**config.mk**
```make
export PLATFORM = sky130hd
export DESIGN_NAME = frtf_top
export DESIGN_NICKNAME = d
export VERILOG_FILES = /design/src/design/frtf_pkg.sv /design/src/design/frtf_top.sv
export VERILOG_INCLUDE_DIRS = /design/src /design/src/design
export SDC_FILE = /design/constraint.sdc
export NUM_CORES = 1
export LEC_CHECK = 0
export BUFFER_PORTS_ARGS = -buffer_cell sky130_fd_sc_hd__buf_2
export CELL_PAD_IN_SITES_DETAIL_PLACEMENT = 1
export CELL_PAD_IN_SITES_GLOBAL_PLACEMENT = 2
export CORE_ASPECT_RATIO = 0.8
export CORE_UTILIZATION = 42
export DETAILED_ROUTE_END_ITERATION = 12
export PLACE_DENSITY_LB_ADDON = 0.1
export SYNTH_ARGS = -nofsm -noshare
export SYNTH_HDL_FRONTEND = slang
export SYNTH_SLANG_ARGS = --single-unit
```
**constraint.sdc**
```tcl
create_clock -name CORE_CLK -period 6.4 [get_ports CORE_CLK]
set_clock_uncertainty 0.1 [all_clocks]
set_input_delay 0 -clock CORE_CLK [delete_from_list [all_inputs] [get_ports CORE_CLK]]
set_output_delay 0 -clock CORE_CLK [all_outputs]
set_load 0.01 [all_outputs]
```
**src/design/frtf_map.svh**
```systemverilog
// Contract
// - Match A flag sets whenever the counter equals compare value A.
// - Match B flag sets whenever the counter equals compare value B.
// - Wrap flag sets when the counter rolls from all ones to zero.
// - Software writes can only clear these flags; writing one never sets them.
// - A flag clears only after a read showing one, then a zero write.
// - With clear on match A set, counter returns to zero at match A.
// - Match A means the counter and compare value A are equal.
// - Edge select A picks falling (0) or rising (1) edge of capture input A.
// - Edge selects B, C, D pick falling (0) or rising (1) capture edges.
// - Buffer enable A makes capture register C buffer capture register A.
// - Buffer enable B makes capture register D a buffer in the B path.
// - Timer control holds edge selects, buffer enables and clock source select.
// - Buffered B capture moves old B value into D, then loads B.
// - Buffered A mode: input C edge sets its flag, leaves register C alone.
`ifndef FRTF_MAP_SVH
`define FRTF_MAP_SVH

//------------------------------------------------------------
// Widths and sizes
//------------------------------------------------------------
`define FRTF_ADDR_W        8
`define FRTF_CNT_W         16
`define FRTF_NUM_CAP       4
`define FRTF_NUM_STAT      3
`define FRTF_NUM_INT       7

//------------------------------------------------------------
// Register byte offsets
//------------------------------------------------------------
`define FRTF_OFS_CTRL      8'h00
`define FRTF_OFS_STAT      8'h04
`define FRTF_OFS_CAPFLAG   8'h08
`define FRTF_OFS_COUNT     8'h0C
`define FRTF_OFS_CMP_A     8'h10
`define FRTF_OFS_CMP_B     8'h14
`define FRTF_OFS_CAP_A     8'h18
`define FRTF_OFS_CAP_B     8'h1C
`define FRTF_OFS_CAP_C     8'h20
`define FRTF_OFS_CAP_D     8'h24
`define FRTF_OFS_INT_STAT  8'h28
`define FRTF_OFS_INT_MASK  8'h2C

//------------------------------------------------------------
// Field positions and values
//------------------------------------------------------------
`define FRTF_CCLR_BIT      0
`define FRTF_STAT_LSB      1
`define FRTF_CAPFLAG_LSB   4
`define FRTF_CNT_ALL_ONES  16'hFFFF
`define FRTF_CNT_ZERO      16'h0000
`define FRTF_CNT_ONE       16'h0001
`define FRTF_RESP_OKAY     2'h0
`define FRTF_RESP_SLVERR   2'h2

`endif

```
**src/design/frtf_pkg.sv**
```systemverilog
`include "frtf_map.svh"

package frtf_pkg;

	typedef logic [`FRTF_CNT_W-1:0] frtf_count_t;

	// Bit 7..4 edge selects A..D, 3 buffer A, 2 buffer B, 1..0 clock source
	typedef struct packed {
		logic [`FRTF_NUM_CAP-1:0] edge_sel;
		logic                     buffer_enable_a;
		logic                     buffer_enable_b;
		logic [1:0]               clock_source;
	} frtf_ctrl_s;

	typedef struct packed {
		frtf_ctrl_s                            ctrl;
		logic                                  clear_on_match_a;
		logic [`FRTF_NUM_STAT-1:0]             stat_flag;
		logic [`FRTF_NUM_STAT-1:0]             stat_arm;
		logic [`FRTF_NUM_CAP-1:0]              cap_flag;
		logic [`FRTF_NUM_CAP-1:0]              cap_arm;
		frtf_count_t                           counter;
		frtf_count_t                           cmp_a;
		frtf_count_t                           cmp_b;
		frtf_count_t [`FRTF_NUM_CAP-1:0]       cap_reg;
		logic [`FRTF_NUM_INT-1:0]              int_status;
		logic [`FRTF_NUM_INT-1:0]              int_mask;
		logic [`FRTF_NUM_CAP-1:0]              sync1;
		logic [`FRTF_NUM_CAP-1:0]              sync2;
		logic [`FRTF_NUM_CAP-1:0]              prev;
		logic                                  aw_held;
		logic [`FRTF_ADDR_W-1:0]               awaddr;
		logic                                  w_held;
		logic [31:0]                           wdata;
		logic [3:0]                            wstrb;
		logic                                  bvalid;
		logic [1:0]                            bresp;
		logic                                  rvalid;
		logic [31:0]                           rdata;
		logic [1:0]                            rresp;
	} frtf_state_s;

endpackage : frtf_pkg

```
**src/design/frtf_top.sv**
```systemverilog
`include "frtf_map.svh"

module frtf_top (
	input  wire logic                    CORE_CLK,       // Core clock, 40 MHz
	input  wire logic                    RST_N,          // Async reset, active low
	input  wire logic [`FRTF_ADDR_W-1:0] S_AXI_AWADDR,   // Write address
	input  wire logic                    S_AXI_AWVALID,  // Write address valid
	output logic                         S_AXI_AWREADY,  // Write address ready
	input  wire logic [31:0]             S_AXI_WDATA,    // Write data
	input  wire logic [3:0]              S_AXI_WSTRB,    // Write byte strobes
	input  wire logic                    S_AXI_WVALID,   // Write data valid
	output logic                         S_AXI_WREADY,   // Write data ready
	output logic [1:0]                   S_AXI_BRESP,    // Write response
	output logic                         S_AXI_BVALID,   // Write response valid
	input  wire logic                    S_AXI_BREADY,   // Write response ready
	input  wire logic [`FRTF_ADDR_W-1:0] S_AXI_ARADDR,   // Read address
	input  wire logic                    S_AXI_ARVALID,  // Read address valid
	output logic                         S_AXI_ARREADY,  // Read address ready
	output logic [31:0]                  S_AXI_RDATA,    // Read data
	output logic [1:0]                   S_AXI_RRESP,    // Read response
	output logic                         S_AXI_RVALID,   // Read data valid
	input  wire logic                    S_AXI_RREADY,   // Read data ready
	input  wire logic [`FRTF_NUM_CAP-1:0] CAPTURE_IN,    // Capture inputs, 3=A..0=D
	output logic [`FRTF_CNT_W-1:0]       COUNTER_VALUE,  // Free running counter
	output logic                         IRQ             // Interrupt, active high
);

	//------------------------------------------------------------
	// Helper functions
	//------------------------------------------------------------
	function automatic logic [3:0] flag_clear(
		input logic [3:0] flags,
		input logic [3:0] armed,
		input logic [3:0] wbits,
		input logic       wr
	);
		flag_clear = wr ? (flags & armed & ~wbits) : 4'h0;
	endfunction : flag_clear

	function automatic frtf_pkg::frtf_count_t merge16(
		input frtf_pkg::frtf_count_t old,
		input logic [31:0]           wd,
		input logic [3:0]            be
	);
		merge16 = {be[1] ? wd[15:8] : old[15:8], be[0] ? wd[7:0] : old[7:0]};
	endfunction : merge16

	function automatic logic [33:0] rd_mux(
		input logic [`FRTF_ADDR_W-1:0] addr,
		input frtf_pkg::frtf_state_s   s
	);
		logic [31:0] d;
		logic [1:0]  r;
		d = 32'h0000_0000;
		r = `FRTF_RESP_OKAY;
		unique case (addr)
			`FRTF_OFS_CTRL:     d[7:0] = s.ctrl;
			`FRTF_OFS_STAT: begin
				d[`FRTF_CCLR_BIT] = s.clear_on_match_a;
				d[`FRTF_STAT_LSB +: `FRTF_NUM_STAT] = s.stat_flag;
			end
			`FRTF_OFS_CAPFLAG:  d[`FRTF_CAPFLAG_LSB +: `FRTF_NUM_CAP] = s.cap_flag;
			`FRTF_OFS_COUNT:    d[`FRTF_CNT_W-1:0] = s.counter;
			`FRTF_OFS_CMP_A:    d[`FRTF_CNT_W-1:0] = s.cmp_a;
			`FRTF_OFS_CMP_B:    d[`FRTF_CNT_W-1:0] = s.cmp_b;
			`FRTF_OFS_CAP_A:    d[`FRTF_CNT_W-1:0] = s.cap_reg[3];
			`FRTF_OFS_CAP_B:    d[`FRTF_CNT_W-1:0] = s.cap_reg[2];
			`FRTF_OFS_CAP_C:    d[`FRTF_CNT_W-1:0] = s.cap_reg[1];
			`FRTF_OFS_CAP_D:    d[`FRTF_CNT_W-1:0] = s.cap_reg[0];
			`FRTF_OFS_INT_STAT: d[`FRTF_NUM_INT-1:0] = s.int_status;
			`FRTF_OFS_INT_MASK: d[`FRTF_NUM_INT-1:0] = s.int_mask;
			default:            r = `FRTF_RESP_SLVERR;
		endcase
		rd_mux = {r, d};
	endfunction : rd_mux

	//------------------------------------------------------------
	// State and decode
	//------------------------------------------------------------
	frtf_pkg::frtf_state_s          st_ff;
	frtf_pkg::frtf_state_s          nxt_st;
	logic [`FRTF_NUM_CAP-1:0]       ev;
	logic                           wr_fire;
	logic                           rd_fire;
	logic                           wr_ctrl;
	logic                           wr_stat;
	logic                           wr_capf;
	logic                           wr_int;
	logic                           rd_stat;
	logic                           rd_capf;
	logic                           wr_known;
	logic                           match_a;
	logic                           match_b;
	logic                           cnt_wr;
	logic                           cnt_clear;
	logic                           wrap;
	logic [`FRTF_NUM_STAT-1:0]      set_stat;
	logic [`FRTF_NUM_STAT-1:0]      clr_stat;
	logic [`FRTF_NUM_CAP-1:0]       clr_cap;
	logic [33:0]                    rd_word;
	logic [3:0]                     stat_clr_full;
	logic [`FRTF_NUM_STAT-1:0]      stat_clash;
	logic [`FRTF_NUM_CAP-1:0]       cap_quiet;
	logic [`FRTF_NUM_CAP-1:0]       cap_unarmed;

	assign wr_fire  = st_ff.aw_held & st_ff.w_held & ~st_ff.bvalid;
	assign rd_fire  = S_AXI_ARVALID & ~st_ff.rvalid;
	assign wr_ctrl  = wr_fire && st_ff.awaddr == `FRTF_OFS_CTRL && st_ff.wstrb[0];
	assign wr_stat  = wr_fire && st_ff.awaddr == `FRTF_OFS_STAT && st_ff.wstrb[0];
	assign wr_capf  = wr_fire && st_ff.awaddr == `FRTF_OFS_CAPFLAG && st_ff.wstrb[0];
	assign wr_int   = wr_fire && st_ff.awaddr == `FRTF_OFS_INT_STAT && st_ff.wstrb[0];
	assign rd_stat  = rd_fire && S_AXI_ARADDR == `FRTF_OFS_STAT;
	assign rd_capf  = rd_fire && S_AXI_ARADDR == `FRTF_OFS_CAPFLAG;
	assign rd_word  = rd_mux(S_AXI_ARADDR, st_ff);
	assign wr_known = rd_mux(st_ff.awaddr, st_ff) >> 32 == 34'h0;

	// Edge detect on synchronised pins, polarity from the edge selects
	assign ev = (st_ff.sync2 & ~st_ff.prev & st_ff.ctrl.edge_sel)
		| (~st_ff.sync2 & st_ff.prev & ~st_ff.ctrl.edge_sel);

	assign match_a   = st_ff.counter == st_ff.cmp_a;
	assign match_b   = st_ff.counter == st_ff.cmp_b;
	assign cnt_wr    = wr_fire && st_ff.awaddr == `FRTF_OFS_COUNT && st_ff.wstrb[1:0] != 2'h0;
	assign cnt_clear = st_ff.clear_on_match_a & match_a;
	assign wrap      = st_ff.counter == `FRTF_CNT_ALL_ONES && !cnt_clear && !cnt_wr;
	assign set_stat  = {match_a, match_b, wrap};

	// Clear only bits that were read as one and are now written zero
	assign stat_clr_full = flag_clear({1'b0, st_ff.stat_flag}, {1'b0, st_ff.stat_arm},
		{1'b0, st_ff.wdata[`FRTF_STAT_LSB +: `FRTF_NUM_STAT]}, wr_stat);
	assign clr_stat = stat_clr_full[`FRTF_NUM_STAT-1:0];
	assign clr_cap  = flag_clear(st_ff.cap_flag, st_ff.cap_arm,
		st_ff.wdata[`FRTF_CAPFLAG_LSB +: `FRTF_NUM_CAP], wr_capf);
	assign stat_clash  = set_stat & clr_stat;
	assign cap_quiet   = ~st_ff.cap_flag & ~ev;
	assign cap_unarmed = st_ff.cap_flag & ~st_ff.cap_arm;

	//------------------------------------------------------------
	// Next state
	//------------------------------------------------------------
	always_comb begin
		nxt_st = st_ff;

		nxt_st.sync1 = CAPTURE_IN;
		nxt_st.sync2 = st_ff.sync1;
		nxt_st.prev  = st_ff.sync2;

		// Counter: software load, then clear on match A, else count
		if (cnt_wr) begin
			nxt_st.counter = merge16(st_ff.counter, st_ff.wdata, st_ff.wstrb);
		end else if (cnt_clear) begin
			nxt_st.counter = `FRTF_CNT_ZERO;
		end else begin
			nxt_st.counter = st_ff.counter + `FRTF_CNT_ONE;
		end
		if (wr_fire && st_ff.awaddr == `FRTF_OFS_CMP_A) begin
			nxt_st.cmp_a = merge16(st_ff.cmp_a, st_ff.wdata, st_ff.wstrb);
		end
		if (wr_fire && st_ff.awaddr == `FRTF_OFS_CMP_B) begin
			nxt_st.cmp_b = merge16(st_ff.cmp_b, st_ff.wdata, st_ff.wstrb);
		end

		// Flags: set wins, writes only clear
		nxt_st.stat_flag = set_stat | (st_ff.stat_flag & ~clr_stat);
		nxt_st.cap_flag  = ev | (st_ff.cap_flag & ~clr_cap);
		nxt_st.stat_arm  = (wr_stat ? '0 : st_ff.stat_arm) | (rd_stat ? st_ff.stat_flag : '0);
		nxt_st.cap_arm   = (wr_capf ? '0 : st_ff.cap_arm) | (rd_capf ? st_ff.cap_flag : '0);

		if (wr_stat) begin
			nxt_st.clear_on_match_a = st_ff.wdata[`FRTF_CCLR_BIT];
		end
		if (wr_ctrl) begin
			nxt_st.ctrl = st_ff.wdata[7:0];
		end

		// Capture paths
		if (ev[3]) begin
			if (st_ff.ctrl.buffer_enable_a) begin
				nxt_st.cap_reg[1] = st_ff.cap_reg[3];
			end
			nxt_st.cap_reg[3] = st_ff.counter;
		end
		if (ev[2]) begin
			if (st_ff.ctrl.buffer_enable_b) begin
				nxt_st.cap_reg[0] = st_ff.cap_reg[2];
			end
			nxt_st.cap_reg[2] = st_ff.counter;
		end
		if (ev[1] && !st_ff.ctrl.buffer_enable_a) begin
			nxt_st.cap_reg[1] = st_ff.counter;
		end
		if (ev[0] && !st_ff.ctrl.buffer_enable_b) begin
			nxt_st.cap_reg[0] = st_ff.counter;
		end

		// Interrupt status, write one to clear, set wins
		nxt_st.int_status = {set_stat, ev}
			| (st_ff.int_status & ~(wr_int ? st_ff.wdata[`FRTF_NUM_INT-1:0] : '0));
		if (wr_fire && st_ff.awaddr == `FRTF_OFS_INT_MASK && st_ff.wstrb[0]) begin
			nxt_st.int_mask = st_ff.wdata[`FRTF_NUM_INT-1:0];
		end

		// AXI write side
		if (S_AXI_AWVALID && !st_ff.aw_held) begin
			nxt_st.aw_held = 1'b1;
			nxt_st.awaddr  = S_AXI_AWADDR;
		end
		if (S_AXI_WVALID && !st_ff.w_held) begin
			nxt_st.w_held = 1'b1;
			nxt_st.wdata  = S_AXI_WDATA;
			nxt_st.wstrb  = S_AXI_WSTRB;
		end
		if (wr_fire) begin
			nxt_st.aw_held = 1'b0;
			nxt_st.w_held  = 1'b0;
			nxt_st.bvalid  = 1'b1;
			nxt_st.bresp   = wr_known ? `FRTF_RESP_OKAY : `FRTF_RESP_SLVERR;
		end else if (st_ff.bvalid && S_AXI_BREADY) begin
			nxt_st.bvalid = 1'b0;
		end

		// AXI read side
		if (rd_fire) begin
			nxt_st.rvalid = 1'b1;
			nxt_st.rdata  = rd_word[31:0];
			nxt_st.rresp  = rd_word[33:32];
		end else if (st_ff.rvalid && S_AXI_RREADY) begin
			nxt_st.rvalid = 1'b0;
		end
	end

	always_ff @(posedge CORE_CLK or negedge RST_N) begin
		if (!RST_N) begin
			st_ff <= '0;
		end else begin
			st_ff <= nxt_st;
		end
	end

	//------------------------------------------------------------
	// Outputs
	//------------------------------------------------------------
	assign S_AXI_AWREADY = ~st_ff.aw_held;
	assign S_AXI_WREADY  = ~st_ff.w_held;
	assign S_AXI_BVALID  = st_ff.bvalid;
	assign S_AXI_BRESP   = st_ff.bresp;
	assign S_AXI_ARREADY = ~st_ff.rvalid;
	assign S_AXI_RVALID  = st_ff.rvalid;
	assign S_AXI_RDATA   = st_ff.rdata;
	assign S_AXI_RRESP   = st_ff.rresp;
	assign COUNTER_VALUE = st_ff.counter;
	assign IRQ           = |(st_ff.int_status & st_ff.int_mask);
endmodule : frtf_top

```
# Word-level counts from Yosys, hierarchy flattened
# Cells that the tools add are included.
[word_totals]
memories = 0
inputBits = 63
latch_bits = 0
ram_bits = 0
regBits = 229
elab_cells = 179
mem_bits_ro = 0
output_inout_bits = 58
[op_classes]
mul = 0
div_mod_pow = 0
mux = 32
n_shift = 0
n_lt_le_gt_ge = 0
n_addsub = 1
n_eq_ne = 27
bitwise_logic = 34
reduce_logical = 51
[op_table]
columns = ["cell", "n"]
rows = [
  ["16-bit two-way mux", 8],
  ["8-bit by 5-bit == test with 1-bit output (second input constant)", 8],
  ["8-bit by 6-bit == test with 1-bit output (second input constant)", 8],
  ["8-bit case mux with 7 select lines", 1],
  ["4-bit case mux with 11 select lines", 1],
  ["37-bit two-way mux", 1],
  ["34-bit zero test", 1],
  ["3-bit case mux with 11 select lines", 1],
  ["16-bit == test", 2],
  ["8-bit by 4-bit == test with 1-bit output (second input constant)", 4],
  ["4-bit AND", 7],
  ["1-bit logical AND", 24],
  ["12-bit OR reduction", 2],
  ["4-bit inverter", 5],
  ["2-bit nonzero test", 9],
  ["16-bit by 1-bit adder with 16-bit output (second input constant)", 1],
  ["16-bit == test (second input constant)", 1],
  ["8-bit by 3-bit == test with 1-bit output (second input constant)", 2],
  ["8-bit zero test", 2],
  ["8-bit two-way mux", 2],
  ["7-bit AND", 2],
  ["4-bit two-way mux", 3],
  ["4-bit bitwise OR", 3],
  ["2-bit AND reduction", 6],
  ["16 further kinds", 41],
]

# Longest topological paths before layout
[logic_depth]
depth_word = 8
mapped_depth = 9
mapped_depth_nobuf = 7

# Least setup slack after synthesis
# No wires, ideal clock.
[synth_timing]
path_kind = "register -> register"
start = "register st_ff[76] (netlist name)"
end = "register st_ff (netlist bit COUNTER_VALUE[2])"
stages_incl_launch_ff = 8
n_path_buf = 1
arrival_time_ns = 2.300
setup_time_ns = 0.126
slack_ns = 3.874
required_time_ns = 6.174
cell_sequence = "dfrtp_1 -> or4_4 -> or4b_1 -> buf_2 -> nor3b_2 -> a21oi_2 -> a21o_1 -> a221o_1"
[synth_between]
elab_chain_len = 4
[synth_lines]
columns = ["element", "line_no", "source"]
rows = [
  ["start, declared", "frtf_top.sv:80", "frtf_pkg::frtf_state_s st_ff;"],
  ["start signal, assigned", "frtf_top.sv:236", "st_ff <= nxt_st;"],
  ["8-bit by 4-bit == test with 1-bit output *", "-", ""],
  ["1-bit logical AND (no source line) *", "-", ""],
  ["1-bit logical AND *", "frtf_top.sv:123", "assign cnt_wr = wr_fire && st_ff.awaddr == `FRTF_OFS_COUNT && st_ff.wstrb[1:0] != 2'h0;"],
  ["2-bit != test (no source line) / 16-bit two-way mux (equally long branches)", "-", ""],
]
# Every way passes the cells marked *; elsewhere a longest branch is shown, timed or not.
# A chain may end at the register's enable or synchronous reset.

# Final worst setup path
[layout_timing]
start = "register st_ff[76] (netlist name)"
end = "register st_ff[201] (netlist name)"
[layout_between]
elab_chain_len = 3
[layout_lines]
columns = ["element"]
rows = [
  ["8-bit by 5-bit == test with 1-bit output"],
  ["1-bit logical AND (no source line)"],
  ["2-bit AND reduction (no source line)"],
]
# No other way between the ends.

==> impl_summary.log <==
[metrics] required time of the worst setup path: 6.71 ns
[metrics] width of the die: 179 um
[metrics] Final Routed Wirelength: 33000 um
[metrics] Detailed Routing Iterations Pass 1: 9
[metrics] Antenna Diode Count: 0
[metrics] primary flip-flop cell chosen by synthesis mapping: dfrtp_1
[metrics] kind of path behind the tightest hold check: in2async
[metrics] proportion of register bits with asynchronous set or reset after synthesis: 1.00
[metrics] Crit Path Max Fanout: 8
[metrics] commonest cells after routing, fill and taps aside: dfrtp_1 (209), nand2_1 (107), mux2_2 (91)
[metrics] final critical-path share of the clock period: 0.463
[metrics] GP Congestion: 0.851
[metrics] final-stage net count: 1107
[metrics] largest area contributor in the synthesized netlist: dfrtp_1
[metrics] MaxCap Viol Count: 0
[metrics] library cell used as clock root buffer: clkbuf_16
[metrics] first-pass GRT wire length: 50900 um
[metrics] largest net degree at the start of global routing: 99
[metrics] status: finished with violations
[metrics] vias in the first global route: 8247
[metrics] final slew viol count: 0
[metrics] remaining routing DRC violations: 16
[metrics] slew at the pin closest to its max-slew limit: 1.09 ns
[metrics] Mean Syn Cell Area: 10.8 um2
[metrics] CP startpoint kind: register
[metrics] fraction of final layout cells with drive strength greater than 1: 0.241
[metrics] number of enable-type register cells in the synthesized netlist: 0
[metrics] Port Buffers: 84
[metrics] VDD IR max: 0.301 mV
[metrics] setup violators final: 0
[metrics] worst-case clock buffer depth: 3
[metrics] initial antenna violation count: 0
[metrics] count of standard-cell rows: 51
[metrics] area growth from synthesis to layout: 15.4%
[metrics] total gr overflow: 0
[metrics] FF-to-FF End: st_ff[201]
[metrics] final routed wire length divided by cell count: 24.0 um
[metrics] share of the synthesized area in the top cell type: 0.496
[metrics] Chip Height: 144 um
[metrics] detail-routed via count per cell: 5.80
[metrics] Register-to-Register Setup Slack: 3.44 ns
[metrics] RSZ-0062 raised after global routing: no
[metrics] number of I/O pins: 121
[metrics] TritonCTS clock tree: yes
[metrics] detailed placement HPWL: 22300 um
[metrics] Inserted Clock Buffers: 24
[metrics] standard cell area after detailed placement: 11000 um2
[metrics] Critical Path End Type: register
[metrics] Peak Freq: 0.337 GHz
[metrics] path depth of the worst reg2reg path: 4
[metrics] total power of the final layout: 4420 uW
[metrics] reg-to-reg startpoint: st_ff[76]
[metrics] Leak Pwr: 0.00529 uW
[metrics] die area: 25800 um2
[metrics] Worst EP arrival: 3.27 ns
[metrics] Post-Place Setup Slack: 3.41 ns
[metrics] Clk pin slew, worst setup/hold paths: 0.06 ns
[metrics] GR Util All Layers: 0.266
[metrics] leading cell type in the layout, fill and taps excluded: dfrtp_1
[metrics] iteration-0 DRC count of the detailed router: 453
[metrics] post-route setup slack: 3.44 ns
[metrics] post-synth design cell area: 10600 um2
[metrics] hold violation count in the final report: 0
[metrics] violations in the final reports: design-rule violations
[metrics] number of warnings issued by yosys: 0
[metrics] biggest area contributors in the synthesized netlist: dfrtp_1 (50%), mux2_2 (9.7%), mux2i_1 (3.9%)
[metrics] post-route design area: 12200 um2
[metrics] number of clock sinks: 209
[metrics] power density of the placed cells: 363 nW/um2
[metrics] initial core utilization: 0.431
[metrics] startpoint-to-endpoint class of the critical path: reg2reg
[metrics] core region area: 24500 um2
[metrics] clock network latency to the later pin of the worst-skew pair: 0.52 ns
[metrics] sequential fraction of the synthesis area: 0.496
[metrics] synth unique cells: 71
[metrics] final total negative setup slack: 0 ns
[metrics] Max-Slew Margin vs Limit: 0.266
[metrics] H-tree depth: 1
[metrics] count of nets left with antenna violations after detail routing: 0
[metrics] flop and latch count out of synthesis: 209
[metrics] Gate Count Post-Synth: 981
[metrics] Final min period: 2.96 ns
[metrics] via count: 7985
synth_stat cells (12+ instances only):
library cell	count
clkbuf_1	56
nand2_1	107
nand3_1	22
nor2_1	27
mux2i_1	41
buf_4	52
inv_1	12
a21o_1	12
a21oi_1	25
o21ai_0	76
xnor2_1	32
a22o_1	22
mux2_2	91
dfrtp_1	209
a22oi_1	32
critical path, stage by stage (launching register included):
cell and delay (ns):
dfrtp_1 0.38, or4_4 0.58, nor4b_1 0.82, nand3_1 0.54, mux2_2 0.43
worst max-delay path by stage:
stage / start / endpoint / cells past startpoint
after floorplan: st_ff[76] / COUNTER_VALUE[2] / 7
after global placement: st_ff[76] / st_ff[198] / 4
after detailed placement: S_AXI_ARADDR[3] / S_AXI_RDATA[14] / 7
after CTS: st_ff[76] / st_ff[201] / 4
after global routing: st_ff[76] / st_ff[183] / 4
final: st_ff[76] / st_ff[201] / 4
flip-flops by register name (all words and copies together), names as in the netlist:
register / cells
COUNTER_VALUE: 16
S_AXI_BRESP: 1
S_AXI_BVALID: 1
S_AXI_RDATA: 16
S_AXI_RRESP: 1
S_AXI_RVALID: 1
nxt_st: 8
st_ff: 165
per-layer routing:
layer | routed length, um | vias up | GRT usage
met5 | 0 | - | 0
met4 | 711 | 0 | 0.0619
met3 | 1920 | 49 | 0.0497
met2 | 14300 | 252 | 0.404
met1 | 16100 | 4083 | 0.390
li1 | - | 3601 | -
stage by stage:
stage / std cells / util / hold WS, ns
after floorplan: 998 / - / -0.396
after global placement: 1298 / 0.449 / -0.000198
after detailed placement: 1298 / 0.449 / 0.00167
after CTS: 1376 / 0.497 / 0.00806
after global routing: 1376 / 0.497 / 0.0212
final: 1376 / 0.497 / 0.00603
final cells by class:
class,count,area [um2]
repair buffers,135,906
clock buffers,37,741
clock inverters,4,70.1
flip-flops and latches,209,5230
inverters,12,45.0
fillers,2668,12300
well taps,318,398
multi-input cells,661,4780
report_power, final:
part | internal, uW | switching, uW | total, uW
sequential | 1610 | 467 | 2070
combinational | 455 | 465 | 920
clock | 869 | 560 | 1430
total | 2930 | 1490 | 4420
logic make-up (layout without fill, tap and decap cells):
family	after synthesis	after routing	share of synthesized area
AO/OA/AOI/OAI	223	223	0.138
XOR/XNOR	32	32	0.0266
adder cells (fa/ha/maj)	1	1	0.00119
buffers and inverters	128	188	0.0645
flip-flops	209	209	0.496
multiplexers	145	145	0.158
other	1	18	0.000355
AND/OR/NAND/NOR	242	242	0.115
what timing repair did:
item                                   in CTS  in global routing
setup buffers                               0                  0
endpoints found under the hold margin     146                  0
resized for setup                           0                  0
hold buffers                               37                  0
No activity file was read; power rests on OpenSTA's default activity.
